<file path="src/rtl/bhc_map.svh">
/*
 * Register offsets, field positions, reset values and timing counts
 * of the battery-domain hibernation controller.
 * Assumes inclusion by bare name from rtl/.
 */
`ifndef BHC_MAP_SVH
`define BHC_MAP_SVH

// Register offsets
`define BHC_OFS_CLKDIV    4'h0
`define BHC_OFS_OSCCTL    4'h1
`define BHC_OFS_WAKE      4'h2
`define BHC_OFS_HIBSTART  4'h3
`define BHC_OFS_POWERDET  4'h4
`define BHC_OFS_XFERCTL   4'h5
`define BHC_OFS_XFERSTAT  4'h6
`define BHC_OFS_PORTFUNC  4'h7
`define BHC_OFS_PULLUP    4'h8
`define BHC_OFS_DIR       4'h9
`define BHC_OFS_PINS      4'hA
`define BHC_OFS_OUTDATA   4'hB
`define BHC_OFS_PSEUDO_OD 4'hC
`define BHC_OFS_ALARM     4'hD

// Field positions
`define BHC_BIT_START       0
`define BHC_BIT_OSC_STOP    0
`define BHC_BIT_OSC_LINK    1
`define BHC_BIT_WAKE_REQ    0
`define BHC_BIT_XFER_RECALL 0
`define BHC_BIT_XFER_SAVE   1
`define BHC_BIT_FN_REG      0
`define BHC_BIT_FN_WAKE     1

// Reset values
`define BHC_RST_CLKDIV    8'h07
`define BHC_RST_OSCCTL    2'h1
`define BHC_RST_PORTFUNC  4'hC
`define BHC_RST_OUTDATA   4'hF
`define BHC_RST_PSEUDO_OD 2'h3

// Transfer clock: peripheral clock over divider plus this offset
`define BHC_DIV_OFFSET    9'h002
// Transfer clock edges per batch transfer (one per port register)
`define BHC_XFER_STEPS    3'h5

`endif

</file>
<file path="src/rtl/bhc_pkg.sv">
/*
 * Types of the battery-domain hibernation controller.
 * Assumes no other package.
 */
package bhc_pkg;
    typedef enum logic [1:0] {
        BHC_RUN,
        BHC_HIBERNATE
    } bhc_power_t;

    typedef enum logic [1:0] {
        BHC_XFER_IDLE,
        BHC_XFER_RECALL,
        BHC_XFER_SAVE
    } bhc_xfer_t;
endpackage

</file>
<file path="src/rtl/bhc_retention.sv">
/*
 * Battery-backed retention register for the port settings.
 * Assumes a load strobe from the transfer sequencer and the same clock.
 */
`timescale 1ns/1ps
`default_nettype none
module bhc_retention #(
    parameter int WIDTH = 18
) (
    // Clock and battery-domain reset
    input  wire logic             clk,
    input  wire logic             reset,
    // Load and data
    input  wire logic             load,
    input  wire logic [WIDTH-1:0] load_data,
    input  wire logic [WIDTH-1:0] reset_value,
    output logic      [WIDTH-1:0] held
);
    logic [WIDTH-1:0] next_held;

    always_comb begin
        next_held = held;
        if (load) begin
            next_held = load_data;
        end
    end

    always_ff @(posedge clk) begin
        if (reset) begin
            held <= reset_value;
        end else begin
            held <= next_held;
        end
    end
endmodule
`default_nettype wire

</file>
<file path="src/rtl/bhc_top.sv">
/*
 * Battery-domain hibernation controller: regulator gate, wake sources,
 * oscillator control and batch transfer of port settings.
 * Assumes a plain register port with read data one cycle after the strobe.
 */
// Functional notes
// (RQ1) Writing start bit drives regulator control low at once.
// (RQ2) Software clears alarm and wakeup request before starting hibernation.
// (RQ3) Alarm or wakeup during hibernation drives regulator control high.
// (RQ4) Software sets wakeup function select to use the wake input.
// (RQ5) Software sets regulator function select to use the gate output.
// (RQ6) Entry accepted without wake sources; only power cycle returns.
// (RQ7) After return, power-on, alarm and wakeup flags are readable.
// (RQ8) Software finishes all work before writing the start bit.
// (RQ9) Oscillator and clock keep running without main supply.
// (RQ10) Linked mode stops oscillation on deep standby at supply return.
// (RQ11) No built-in oscillator settling wait exists.
// (RQ12) Software brings oscillator up in the documented order.
// (RQ13) Software uses linked mode briefly for a settled start.
// (RQ14) Software input setup order ends with transfer and wait.
// (RQ15) Software output setup order ends with transfer and wait.
// (RQ16) Pseudo-open-drain only exists for regulator and wakeup lines.
// (RQ17) Software peripheral setup order ends with transfer and wait.
// (RQ18) Wakeup request registers on a rising wakeup edge.
// (RQ19) Transfer busy flag is one from start to transfer end.
// (RQ20) Transfer clock is peripheral clock over divider plus two.
// (RQ21) Gate level and wake flags live in battery-powered logic.
`timescale 1ns/1ps
`default_nettype none
`include "bhc_map.svh"
module bhc_top (
    // Clock and resets
    input  wire logic       clk,
    input  wire logic       reset,
    input  wire logic       battery_reset,
    // Register port
    input  wire logic [3:0] reg_addr,
    input  wire logic [7:0] reg_wdata,
    input  wire logic       reg_write,
    input  wire logic       reg_read,
    output logic      [7:0] reg_rdata,
    // Wake sources and standby
    input  wire logic       alarm_event,
    input  wire logic       deep_standby,
    // Battery I/O lines
    input  wire logic [3:0] port_in,
    output logic      [3:0] port_out,
    output logic      [3:0] port_oe_n,
    // Regulator gate and oscillator
    output logic            regulator_control_out,
    output logic            oscillator_run
);
    // Battery-domain state
    bhc_pkg::bhc_power_t power_state, next_power_state;
    logic       wakeup_request_flag, next_wakeup_request_flag;
    logic       alarm_match_flag, next_alarm_match_flag;
    logic       power_on_flag, next_power_on_flag;
    logic       wake_prev, next_wake_prev;
    logic       oscillator_link_enable, next_oscillator_link_enable;
    logic       oscillator_stop_control, next_oscillator_stop_control;
    logic       linked_stopped, next_linked_stopped;
    // Main-domain buffers, loaded by reset rather than battery reset
    logic [7:0] transfer_clock_divider, next_transfer_clock_divider;
    logic [3:0] buf_func, next_buf_func, buf_pull, next_buf_pull;
    logic [3:0] buf_dir, next_buf_dir, buf_out, next_buf_out;
    logic [1:0] buf_pod, next_buf_pod;
    logic [7:0] next_reg_rdata;
    // Transfer sequencer
    bhc_pkg::bhc_xfer_t xfer_state, next_xfer_state;
    logic [8:0] div_count, next_div_count;
    logic [2:0] step, next_step;
    logic       save_load;
    logic       transfer_busy_flag;
    logic [17:0] held, reset_held, buf_all;
    logic       wake_rise;
    logic       hib_write;
    logic       first_load, next_first_load;

    function automatic logic is_write(input logic [3:0] ofs);
        return reg_write && (reg_addr == ofs);
    endfunction

    assign hib_write = is_write(`BHC_OFS_HIBSTART) && reg_wdata[`BHC_BIT_START];
    assign wake_rise = port_in[3] && !wake_prev && held[`BHC_BIT_FN_WAKE]; // see (RQ18)
    assign transfer_busy_flag = (xfer_state != bhc_pkg::BHC_XFER_IDLE);    // see (RQ19)
    assign buf_all = {buf_pod, buf_out, buf_dir, buf_pull, buf_func};
    assign reset_held = {`BHC_RST_PSEUDO_OD, `BHC_RST_OUTDATA, 4'h0, 4'h0, `BHC_RST_PORTFUNC};

    // Power gate and wake flags, reset on battery reset only
    always_comb begin
        next_power_state = power_state;
        next_wake_prev = port_in[3];
        next_wakeup_request_flag = wakeup_request_flag;
        next_alarm_match_flag = alarm_match_flag;
        next_power_on_flag = power_on_flag;
        if (is_write(`BHC_OFS_WAKE) && reg_wdata[`BHC_BIT_WAKE_REQ]) begin
            next_wakeup_request_flag = 1'b0;
        end
        if (is_write(`BHC_OFS_ALARM) && reg_wdata[0]) begin
            next_alarm_match_flag = 1'b0;
        end
        if (is_write(`BHC_OFS_POWERDET) && reg_wdata[0]) begin
            next_power_on_flag = 1'b0;
        end
        if (wake_rise) begin
            next_wakeup_request_flag = 1'b1;                             // see (RQ7)
        end
        if (alarm_event) begin
            next_alarm_match_flag = 1'b1;                                // see (RQ7)
        end
        case (power_state)
            bhc_pkg::BHC_RUN: begin
                if (hib_write) begin
                    next_power_state = bhc_pkg::BHC_HIBERNATE;           // see (RQ1) (RQ6)
                end
            end
            bhc_pkg::BHC_HIBERNATE: begin
                if (wake_rise || alarm_event) begin
                    next_power_state = bhc_pkg::BHC_RUN;                 // see (RQ3)
                end
            end
            default: next_power_state = bhc_pkg::BHC_RUN;
        endcase
    end

    // Regulator low in the write cycle itself
    assign regulator_control_out = held[`BHC_BIT_FN_REG] ?
        ((power_state == bhc_pkg::BHC_RUN) && !hib_write) : buf_out_held(held); // see (RQ1)

    function automatic logic buf_out_held(input logic [17:0] h);
        return h[14];
    endfunction

    // Oscillator control, battery domain
    always_comb begin
        next_oscillator_link_enable = oscillator_link_enable;
        next_oscillator_stop_control = oscillator_stop_control;
        next_linked_stopped = linked_stopped;
        if (is_write(`BHC_OFS_OSCCTL)) begin
            next_oscillator_link_enable = reg_wdata[`BHC_BIT_OSC_LINK];
            next_oscillator_stop_control = reg_wdata[`BHC_BIT_OSC_STOP];
            next_linked_stopped = 1'b0;
        end else if (oscillator_link_enable && deep_standby &&
                     (power_state == bhc_pkg::BHC_HIBERNATE) &&
                     (wake_rise || alarm_event)) begin
            next_linked_stopped = 1'b1;                                  // see (RQ10)
        end
    end

    // Free-running unless stopped; no settling wait inside
    assign oscillator_run = oscillator_link_enable ? !linked_stopped
                                                   : !oscillator_stop_control; // see (RQ9) (RQ11)

    always_ff @(posedge clk) begin
        if (battery_reset) begin
            power_state <= bhc_pkg::BHC_RUN;                             // see (RQ21)
            wake_prev <= 1'b0;
            wakeup_request_flag <= 1'b0;
            alarm_match_flag <= 1'b0;
            power_on_flag <= 1'b1;
            oscillator_link_enable <= 1'b0;
            oscillator_stop_control <= 1'(`BHC_RST_OSCCTL);
            linked_stopped <= 1'b0;
        end else begin
            power_state <= next_power_state;
            wake_prev <= next_wake_prev;
            wakeup_request_flag <= next_wakeup_request_flag;
            alarm_match_flag <= next_alarm_match_flag;
            power_on_flag <= next_power_on_flag;
            oscillator_link_enable <= next_oscillator_link_enable;
            oscillator_stop_control <= next_oscillator_stop_control;
            linked_stopped <= next_linked_stopped;
        end
    end

    // Buffers, divider and batch transfer
    always_comb begin
        next_transfer_clock_divider = transfer_clock_divider;
        next_buf_func = buf_func;
        next_buf_pull = buf_pull;
        next_buf_dir = buf_dir;
        next_buf_out = buf_out;
        next_buf_pod = buf_pod;
        next_xfer_state = xfer_state;
        next_div_count = div_count;
        next_step = step;
        save_load = 1'b0;
        if (is_write(`BHC_OFS_CLKDIV)) next_transfer_clock_divider = reg_wdata;
        if (is_write(`BHC_OFS_PORTFUNC)) next_buf_func = reg_wdata[3:0];
        if (is_write(`BHC_OFS_PULLUP)) next_buf_pull = reg_wdata[3:0];
        if (is_write(`BHC_OFS_DIR)) next_buf_dir = reg_wdata[3:0];
        if (is_write(`BHC_OFS_OUTDATA)) next_buf_out = reg_wdata[3:0];
        if (is_write(`BHC_OFS_PSEUDO_OD)) next_buf_pod = reg_wdata[1:0]; // see (RQ16)
        case (xfer_state)
            bhc_pkg::BHC_XFER_IDLE: begin
                next_div_count = 9'h000;
                next_step = 3'h0;
                if (is_write(`BHC_OFS_XFERCTL) && reg_wdata[`BHC_BIT_XFER_RECALL]) begin
                    next_xfer_state = bhc_pkg::BHC_XFER_RECALL;          // see (RQ19)
                end else if (is_write(`BHC_OFS_XFERCTL) && reg_wdata[`BHC_BIT_XFER_SAVE]) begin
                    next_xfer_state = bhc_pkg::BHC_XFER_SAVE;            // see (RQ19)
                end
            end
            bhc_pkg::BHC_XFER_RECALL, bhc_pkg::BHC_XFER_SAVE: begin
                next_div_count = div_count + 9'h001;
                if (div_count == {1'b0, transfer_clock_divider} + `BHC_DIV_OFFSET - 9'h001) begin
                    next_div_count = 9'h000;                             // see (RQ20)
                    next_step = step + 3'h1;
                    if (step == `BHC_XFER_STEPS - 3'h1) begin
                        next_xfer_state = bhc_pkg::BHC_XFER_IDLE;        // see (RQ19)
                        if (xfer_state == bhc_pkg::BHC_XFER_SAVE) begin
                            save_load = 1'b1;
                        end else begin
                            {next_buf_pod, next_buf_out, next_buf_dir,
                             next_buf_pull, next_buf_func} = held;
                        end
                    end
                end
            end
            default: next_xfer_state = bhc_pkg::BHC_XFER_IDLE;
        endcase
    end

    bhc_retention #(
        .WIDTH (18)
    ) u_retention (
        .clk         (clk),
        .reset       (battery_reset),
        .load        (save_load || first_load),
        .load_data   (first_load ? reset_held : buf_all),
        .reset_value (reset_held),
        .held        (held)
    );

    // Seed retention with its reset values once after battery reset
    assign next_first_load = 1'b0;
    always_ff @(posedge clk) begin
        if (battery_reset) begin
            first_load <= 1'b1;
        end else begin
            first_load <= next_first_load;
        end
    end

    // Pin drive from retained settings; pseudo-open-drain on lines 2 and 3
    always_comb begin
        port_out = held[15:12];
        port_oe_n = ~held[11:8];
        for (int i = 2; i < 4; i++) begin
            if (held[16 + i - 2] && !held[12 + i]) begin
                port_out[i] = held[12 + i];                              // see (RQ16)
            end else if (held[16 + i - 2]) begin
                port_oe_n[i] = 1'b1;
            end
        end
        port_oe_n[2] = held[`BHC_BIT_FN_REG] ? regulator_control_out : port_oe_n[2];
        port_out[2] = held[`BHC_BIT_FN_REG] ? 1'b0 : port_out[2];
    end

    // Read data, one cycle after the strobe
    always_comb begin
        next_reg_rdata = 8'h00;
        if (reg_read) begin
            case (reg_addr)
                `BHC_OFS_CLKDIV:    next_reg_rdata = transfer_clock_divider;
                `BHC_OFS_OSCCTL:    next_reg_rdata = {6'h00, oscillator_link_enable,
                                                      oscillator_stop_control};
                `BHC_OFS_WAKE:      next_reg_rdata = {7'h00, wakeup_request_flag}; // see (RQ7)
                `BHC_OFS_POWERDET:  next_reg_rdata = {7'h00, power_on_flag};       // see (RQ7)
                `BHC_OFS_ALARM:     next_reg_rdata = {7'h00, alarm_match_flag};    // see (RQ7)
                `BHC_OFS_XFERSTAT:  next_reg_rdata = {7'h00, transfer_busy_flag};
                `BHC_OFS_PORTFUNC:  next_reg_rdata = {4'h0, buf_func};
                `BHC_OFS_PULLUP:    next_reg_rdata = {4'h0, buf_pull};
                `BHC_OFS_DIR:       next_reg_rdata = {4'h0, buf_dir};
                `BHC_OFS_PINS:      next_reg_rdata = {4'h0, port_in};
                `BHC_OFS_OUTDATA:   next_reg_rdata = {4'h0, buf_out};
                `BHC_OFS_PSEUDO_OD: next_reg_rdata = {6'h00, buf_pod};
                default:            next_reg_rdata = 8'h00;
            endcase
        end
    end

    always_ff @(posedge clk) begin
        if (reset) begin
            transfer_clock_divider <= `BHC_RST_CLKDIV;
            buf_func <= `BHC_RST_PORTFUNC;
            buf_pull <= 4'h0;
            buf_dir <= 4'h0;
            buf_out <= `BHC_RST_OUTDATA;
            buf_pod <= `BHC_RST_PSEUDO_OD;
            xfer_state <= bhc_pkg::BHC_XFER_IDLE;
            div_count <= 9'h000;
            step <= 3'h0;
            reg_rdata <= 8'h00;
        end else begin
            transfer_clock_divider <= next_transfer_clock_divider;
            buf_func <= next_buf_func;
            buf_pull <= next_buf_pull;
            buf_dir <= next_buf_dir;
            buf_out <= next_buf_out;
            buf_pod <= next_buf_pod;
            xfer_state <= next_xfer_state;
            div_count <= next_div_count;
            step <= next_step;
            reg_rdata <= next_reg_rdata;
        end
    end

    // Checks
    property p_gate_low;
        @(posedge clk) disable iff (battery_reset)
        (hib_write && held[`BHC_BIT_FN_REG] && !wake_rise && !alarm_event)
            |=> (power_state == bhc_pkg::BHC_HIBERNATE);
    endproperty
    a_gate_low: assert property (p_gate_low) else $error("no hibernation entry"); // see (RQ1)

    property p_gate_immediate;
        @(posedge clk) disable iff (battery_reset)
        (hib_write && held[`BHC_BIT_FN_REG]) |-> !regulator_control_out;
    endproperty
    a_gate_immediate: assert property (p_gate_immediate) else $error("gate not low"); // see (RQ1)

    property p_wake_return;
        @(posedge clk) disable iff (battery_reset)
        (power_state == bhc_pkg::BHC_HIBERNATE && (alarm_event || wake_rise))
            |=> (power_state == bhc_pkg::BHC_RUN);
    endproperty
    a_wake_return: assert property (p_wake_return) else $error("no wake return"); // see (RQ3)

    property p_stay_asleep;
        @(posedge clk) disable iff (battery_reset)
        (power_state == bhc_pkg::BHC_HIBERNATE && !alarm_event && !wake_rise)
            |=> (power_state == bhc_pkg::BHC_HIBERNATE);
    endproperty
    a_stay_asleep: assert property (p_stay_asleep) else $error("spurious wake"); // see (RQ6)

    property p_wake_flag;
        @(posedge clk) disable iff (battery_reset)
        wake_rise |=> wakeup_request_flag;
    endproperty
    a_wake_flag: assert property (p_wake_flag) else $error("wake flag lost"); // see (RQ18)

    property p_alarm_flag;
        @(posedge clk) disable iff (battery_reset)
        alarm_event |=> alarm_match_flag;
    endproperty
    a_alarm_flag: assert property (p_alarm_flag) else $error("alarm flag lost"); // see (RQ7)

    property p_busy_start;
        @(posedge clk) disable iff (reset)
        (!transfer_busy_flag && is_write(`BHC_OFS_XFERCTL) && (reg_wdata[1:0] != 2'h0))
            |=> transfer_busy_flag;
    endproperty
    a_busy_start: assert property (p_busy_start) else $error("busy not set"); // see (RQ19)

    property p_busy_min;
        @(posedge clk) disable iff (reset)
        $rose(transfer_busy_flag) && (transfer_clock_divider == 8'h00)
            |-> transfer_busy_flag [*8] ##1 transfer_busy_flag ##1 transfer_busy_flag
                ##1 !transfer_busy_flag;
    endproperty
    a_busy_min: assert property (p_busy_min) else $error("transfer length wrong"); // see (RQ20)

    property p_link_stop;
        @(posedge clk) disable iff (battery_reset)
        (oscillator_link_enable && deep_standby && !is_write(`BHC_OFS_OSCCTL) &&
         (power_state == bhc_pkg::BHC_HIBERNATE) && (wake_rise || alarm_event))
            |=> !oscillator_run;
    endproperty
    a_link_stop: assert property (p_link_stop) else $error("osc not stopped"); // see (RQ10)
endmodule
`default_nettype wire

</file>
<file path="config.mk">
export PLATFORM = sky130hd
export DESIGN_NAME = bhc_top
export DESIGN_NICKNAME = d
export VERILOG_FILES = /design/src/rtl/bhc_pkg.sv /design/src/rtl/bhc_retention.sv /design/src/rtl/bhc_top.sv
export VERILOG_INCLUDE_DIRS = /design/src /design/src/rtl
export SDC_FILE = /design/constraint.sdc
export NUM_CORES = 1
export LEC_CHECK = 0
export BUFFER_PORTS_ARGS = -buffer_cell sky130_fd_sc_hd__buf_2
export CAP_MARGIN = 10
export CORE_MARGIN = 2
export CORE_UTILIZATION = 54
export CTS_BUF_LIST = sky130_fd_sc_hd__clkbuf_16
export DETAILED_ROUTE_END_ITERATION = 7
export PLACE_DENSITY = 0.81
export SYNTH_ARGS = -nofsm -noshare
export SYNTH_HDL_FRONTEND = slang
export SYNTH_HIERARCHICAL = 1
export SYNTH_SLANG_ARGS = --single-unit
export TNS_END_PERCENT = 20
</file>
<file path="constraint.sdc">
create_clock -name clk -period 2.8 [get_ports clk]
set_input_delay 0.14 -clock clk [delete_from_list [all_inputs] [get_ports clk]]
set_output_delay 0.14 -clock clk [all_outputs]
set_load 0.005 [all_outputs]
</file>
==> PnR_summary.wiki <==
{| class="wikitable"
! Metric !! Value
|-
| Vias after detailed routing || between 3k and 4k
|-
| Global-route wire length before repair || ~18 mm
|-
| Number of H-tree levels || 3
|-
| Run status || complete, no violations
|-
| Maximum number of pins on one net before global-route repair || 31
|-
| Unrepaired setup endpoints after global routing || no
|-
| Crit start category || flip-flop
|-
| Drt wl/cell || 18.0 µm
|-
| Xor/xnor cell area share of the yosys netlist || approximately 3%
|-
| Clock latency on the worst-skew pair || ~0.34 ns
|-
| Hold slack final || 0.0499 ns
|-
| Area growth from synthesis to final layout || 13.2%
|-
| Placeable Area || a little under 8000 µm²
|-
| Number of nets in the layout || approximately 550
|-
| Starting density of the core || a little under three fifths
|-
| Fraction of the mapped netlist area in simple logic gates || a little under a quarter
|-
| Root buffer selected by CTS || clkbuf_16
|-
| Largest stage delay on the critical path || about 0.35 ns
|-
| Cell count after synthesis || ~480
|-
| Power density over the cells || 522 nW/µm²
|-
| Final period util || a little over nine tenths
|-
| Endpoint type of the worst setup path || flip-flop
|-
| Global-route usage over all layers || ~27%
|-
| CP top delay family || simple AND/OR/NAND/NOR gates
|-
| Crit Reg-Reg Startpoint || transfer_clock_divider[0]$_SDFFE_PP1P_
|-
| Die boundary width || 93.9 µm
|-
| Via density per instance || between 6 and 7
|-
| FF-to-FF End || u_retention/held[15]$_DFFE_PP_
|-
| Start point of the critical path || transfer_clock_divider[0]$_SDFFE_PP1P_
|-
| Maximum fanout encountered on the critical timing path || 18
|-
| Setup_tns || 0 ns
|-
| CTS tree || yes
|-
| Worst VDD drop || between 300 and 400 µV
|-
| Number of fill cells || about 670
|-
| Num CTS Buffers || 9
|-
| Most used flip-flop cell after synthesis || dfxtp_1
|-
| Yosys top cell area share || 26.1%
|-
| RePlAce Congestion || 0.933
|-
| Asr flop ratio synth || 0%
|-
| Post-synth top area cell || dfxtp_1
|-
| CP cell instances || ha_2 -> xor3_1 -> or3_1 -> a21oi_2 -> o2111ai_4 -> nor3_1 -> a41o_1 -> or2_2 -> buf_12
|-
| Critical path's slowest cell || dfxtp_1
|-
| Type of the tightest min-delay check || input pin to flip-flop
|-
| Mux share of post-synthesis cell area || a little over an eighth
|-
| Die Y-Extent || around 94 µm
|-
| Top cell types by occurrence after synthesis || dfxtp_1, nand2_1, a21oi_1, mux2_2, nor2_1
|-
| Total half-perimeter wirelength after legalization and detailed placement || ~7.6 mm
|-
| Setup CP Type || flip-flop to flip-flop
|-
| Synthesized area || around 4400 µm²
|-
| Leakage || approximately 0.0018 µW
|-
| Main area contributors after synthesis || dfxtp_1, edfxtp_1, mux2_2
|-
| Antenna diode instance count || 0
|-
| Number of antenna violations at the first check in global routing || 0
|-
| Final critical-path required period || between 2 and 3 ns
|-
| Number of unique standard cell types used by synthesis || 62
|-
| 1st-iter DRT viols || 332
|-
| MaxCap Viol Count || 0
|-
| FF-to-FF setup slack || 0.16 ns
|-
| Worst path depth || 9
|-
| Worst setup path endpoint || u_retention/held[15]$_DFFE_PP_
|-
| Most repeated cell in the gate-level netlist after synthesis || dfxtp_1
|-
| Detailed-routing iteration count for the pre-antenna-repair pass || 5
|-
| CTS Sinks || 75
|-
| Hold violation total from the final report || 0
|-
| Yosys Warn Count || 6
|-
| FP Rows || 32
|-
| Final count of negative-setup-slack endpoints || 0
|-
| Slew Limit Fails || 0
|-
| Synth Area in Adders || roughly 2%
|-
| Synthesis-stage register bit count || 75
|-
| Share of the synthesized area in compound gates (AO/OA/AOI/OAI) || between 10% and 20%
|-
| Port Buffers || 40
|-
| Max-Slew Margin vs Limit || 53.5%
|-
| Number of nets with antenna violations after routing || 0
|-
| Reg2reg path depth || 9
|-
| Count of boundary I/O pins || 41
|-
| Number of synthesized flops with an enable pin || 18
|-
| Post-synthesis sequential area ratio || roughly two fifths
|-
| Endpoint required time on the critical path || 2.84 ns
|-
| Layout cells sized above 1 || 23.2%
|-
| Vias in the first global route || 3765
|-
| Total overflow reported by the global router || 0
|-
| Slew at the pin with the worst max-slew slack || approximately 0.7 ns
|-
| Clock-pin slew on the worst setup and hold paths || 0.06 ns
|-
| Final Skew || roughly 0.01 ns
|-
| Arrival @ worst endpoint || ~2.7 ns
|-
| Average size of a mapped cell || 9.19 µm²
|-
| Die Area || ~8800 µm²
|-
| Final routed DRC violation total || 0
|-
| Fmax || about 0.38 GHz
|-
| Number of buffers on the longest clock path || 2
|-
| Post-detailed-routing wire length || between 10 and 15 mm
|-
| Combinational family with the most area after synthesis || simple AND/OR/NAND/NOR gates
|-
| CP bufs+invs || 1
|}
[where the power goes]
part           internal, µW  switching (µW)
Sequential             1150            32.6
Combinational           132             204
Clock                   595             468
Total                  1880             705
[stage by stage]
stage                     setup WS, ns  util, %  power, µW  cell area [µm²]  cells
final                            0.156     63.6       2580             4940    628
after global routing            0.0730     63.6       2670             4940    628
after CTS                        0.110     63.6       2580             4940    628
after detailed placement         0.130     60.2       1530             4670    612
after global placement           0.228     60.2       1520             4670    612
after floorplan                 0.0625        -       1440             4430    491
[worst register-to-register path: cells and delay by family (launching register included)]
kind,cells,cell delay (ns)
DFF,1,0.35
adders and majority gates,1,0.26
buffers and inverters,1,0.17
xor gates and xnor gates,1,0.23
AOI/OAI and AO/OA,3,0.60
and+or+nand+nor,3,0.76
[area by class of cell]
cell class,count,area [µm²],share of cell area [%]
multi-input combinational,371,2530,51.1
sequential,75,1680,34.0
timing repair buffer,50,288,5.82
clock buffer,9,225,4.56
tap,102,128,2.58
inverter,14,52.6,1.06
clock inverter,7,42.5,0.861
[worst min-delay path by stage]
stage | cells after the start | end | from
after floorplan | 0 | first_load$_DFF_P_ | battery_reset
after global routing | 3 | transfer_clock_divider[5]$_SDFFE_PP0P_ | reg_wdata[5]
after CTS | 3 | transfer_clock_divider[4]$_SDFFE_PP0P_ | reg_wdata[4]
after detailed placement | 3 | transfer_clock_divider[5]$_SDFFE_PP0P_ | reg_wdata[5]
after global placement | 3 | transfer_clock_divider[7]$_SDFFE_PP0P_ | reg_wdata[7]
final | 3 | transfer_clock_divider[5]$_SDFFE_PP0P_ | reg_wdata[5]
[cell families after synthesis]
family          Yosys count
other cells               2
compound gates           96
buf+inv                  45
mux                      49
simple gates            188
fa+ha+maj                 7
xor+xnor                 13
flops                    75
[routing by layer]
metal | share of wire [%] | routed length [µm] | track usage, % | vias to the layer above
li1 | - | - | - | 1822
met1 | 43 | 4810 | 35.8 | 1830
met2 | 46 | 5150 | 42.9 | 216
met3 | 8.9 | 1010 | 4.65 | 32
met4 | 2.9 | 329 | 11.4 | 0
met5 | 0 | 0 | 0 | -
[state kept, by name, summed over array words and instances, names as in the netlist]
register	cells
buf_pull	4
reg_rdata	8
alarm_match_flag	1
oscillator_link_enable	1
buf_dir	4
first_load	1
step	3
buf_func	4
xfer_state	2
buf_pod	2
linked_stopped	1
wake_prev	1
div_count	9
buf_out	4
u_retention/held	18
transfer_clock_divider	8
oscillator_stop_control	1
wakeup_request_flag	1
power_state	1
power_on_flag	1
[repair_timing]
action,CTS,global route
resized for setup,0,2
hold buffers,0,0
endpoints found under the setup margin,0,18
buffers inserted,0,0
[cell usage in the layout, fill, tap and decap left out, drive strengths merged, types with 3 or more instances in the layout]
cell     instances
a211oi           5
and4             3
dfxtp           57
o2111ai          4
mux2i           10
buf             50
nor2            23
and2             6
edfxtp          18
and3             4
nor3            19
a21oi           33
nor2b           19
nand2           40
a31oi            8
xnor2            6
nor4            20
nor3b            4
nand4b           3
ha               7
nand4            8
o32ai            3
inv             17
nand3           17
nand2b           6
conb            18
xor2             6
a22oi            4
mux2            39
clkbuf           9
o21ai           22
nand3b           3
or2             10
Note: power is estimated with default switching activity, not from simulation.
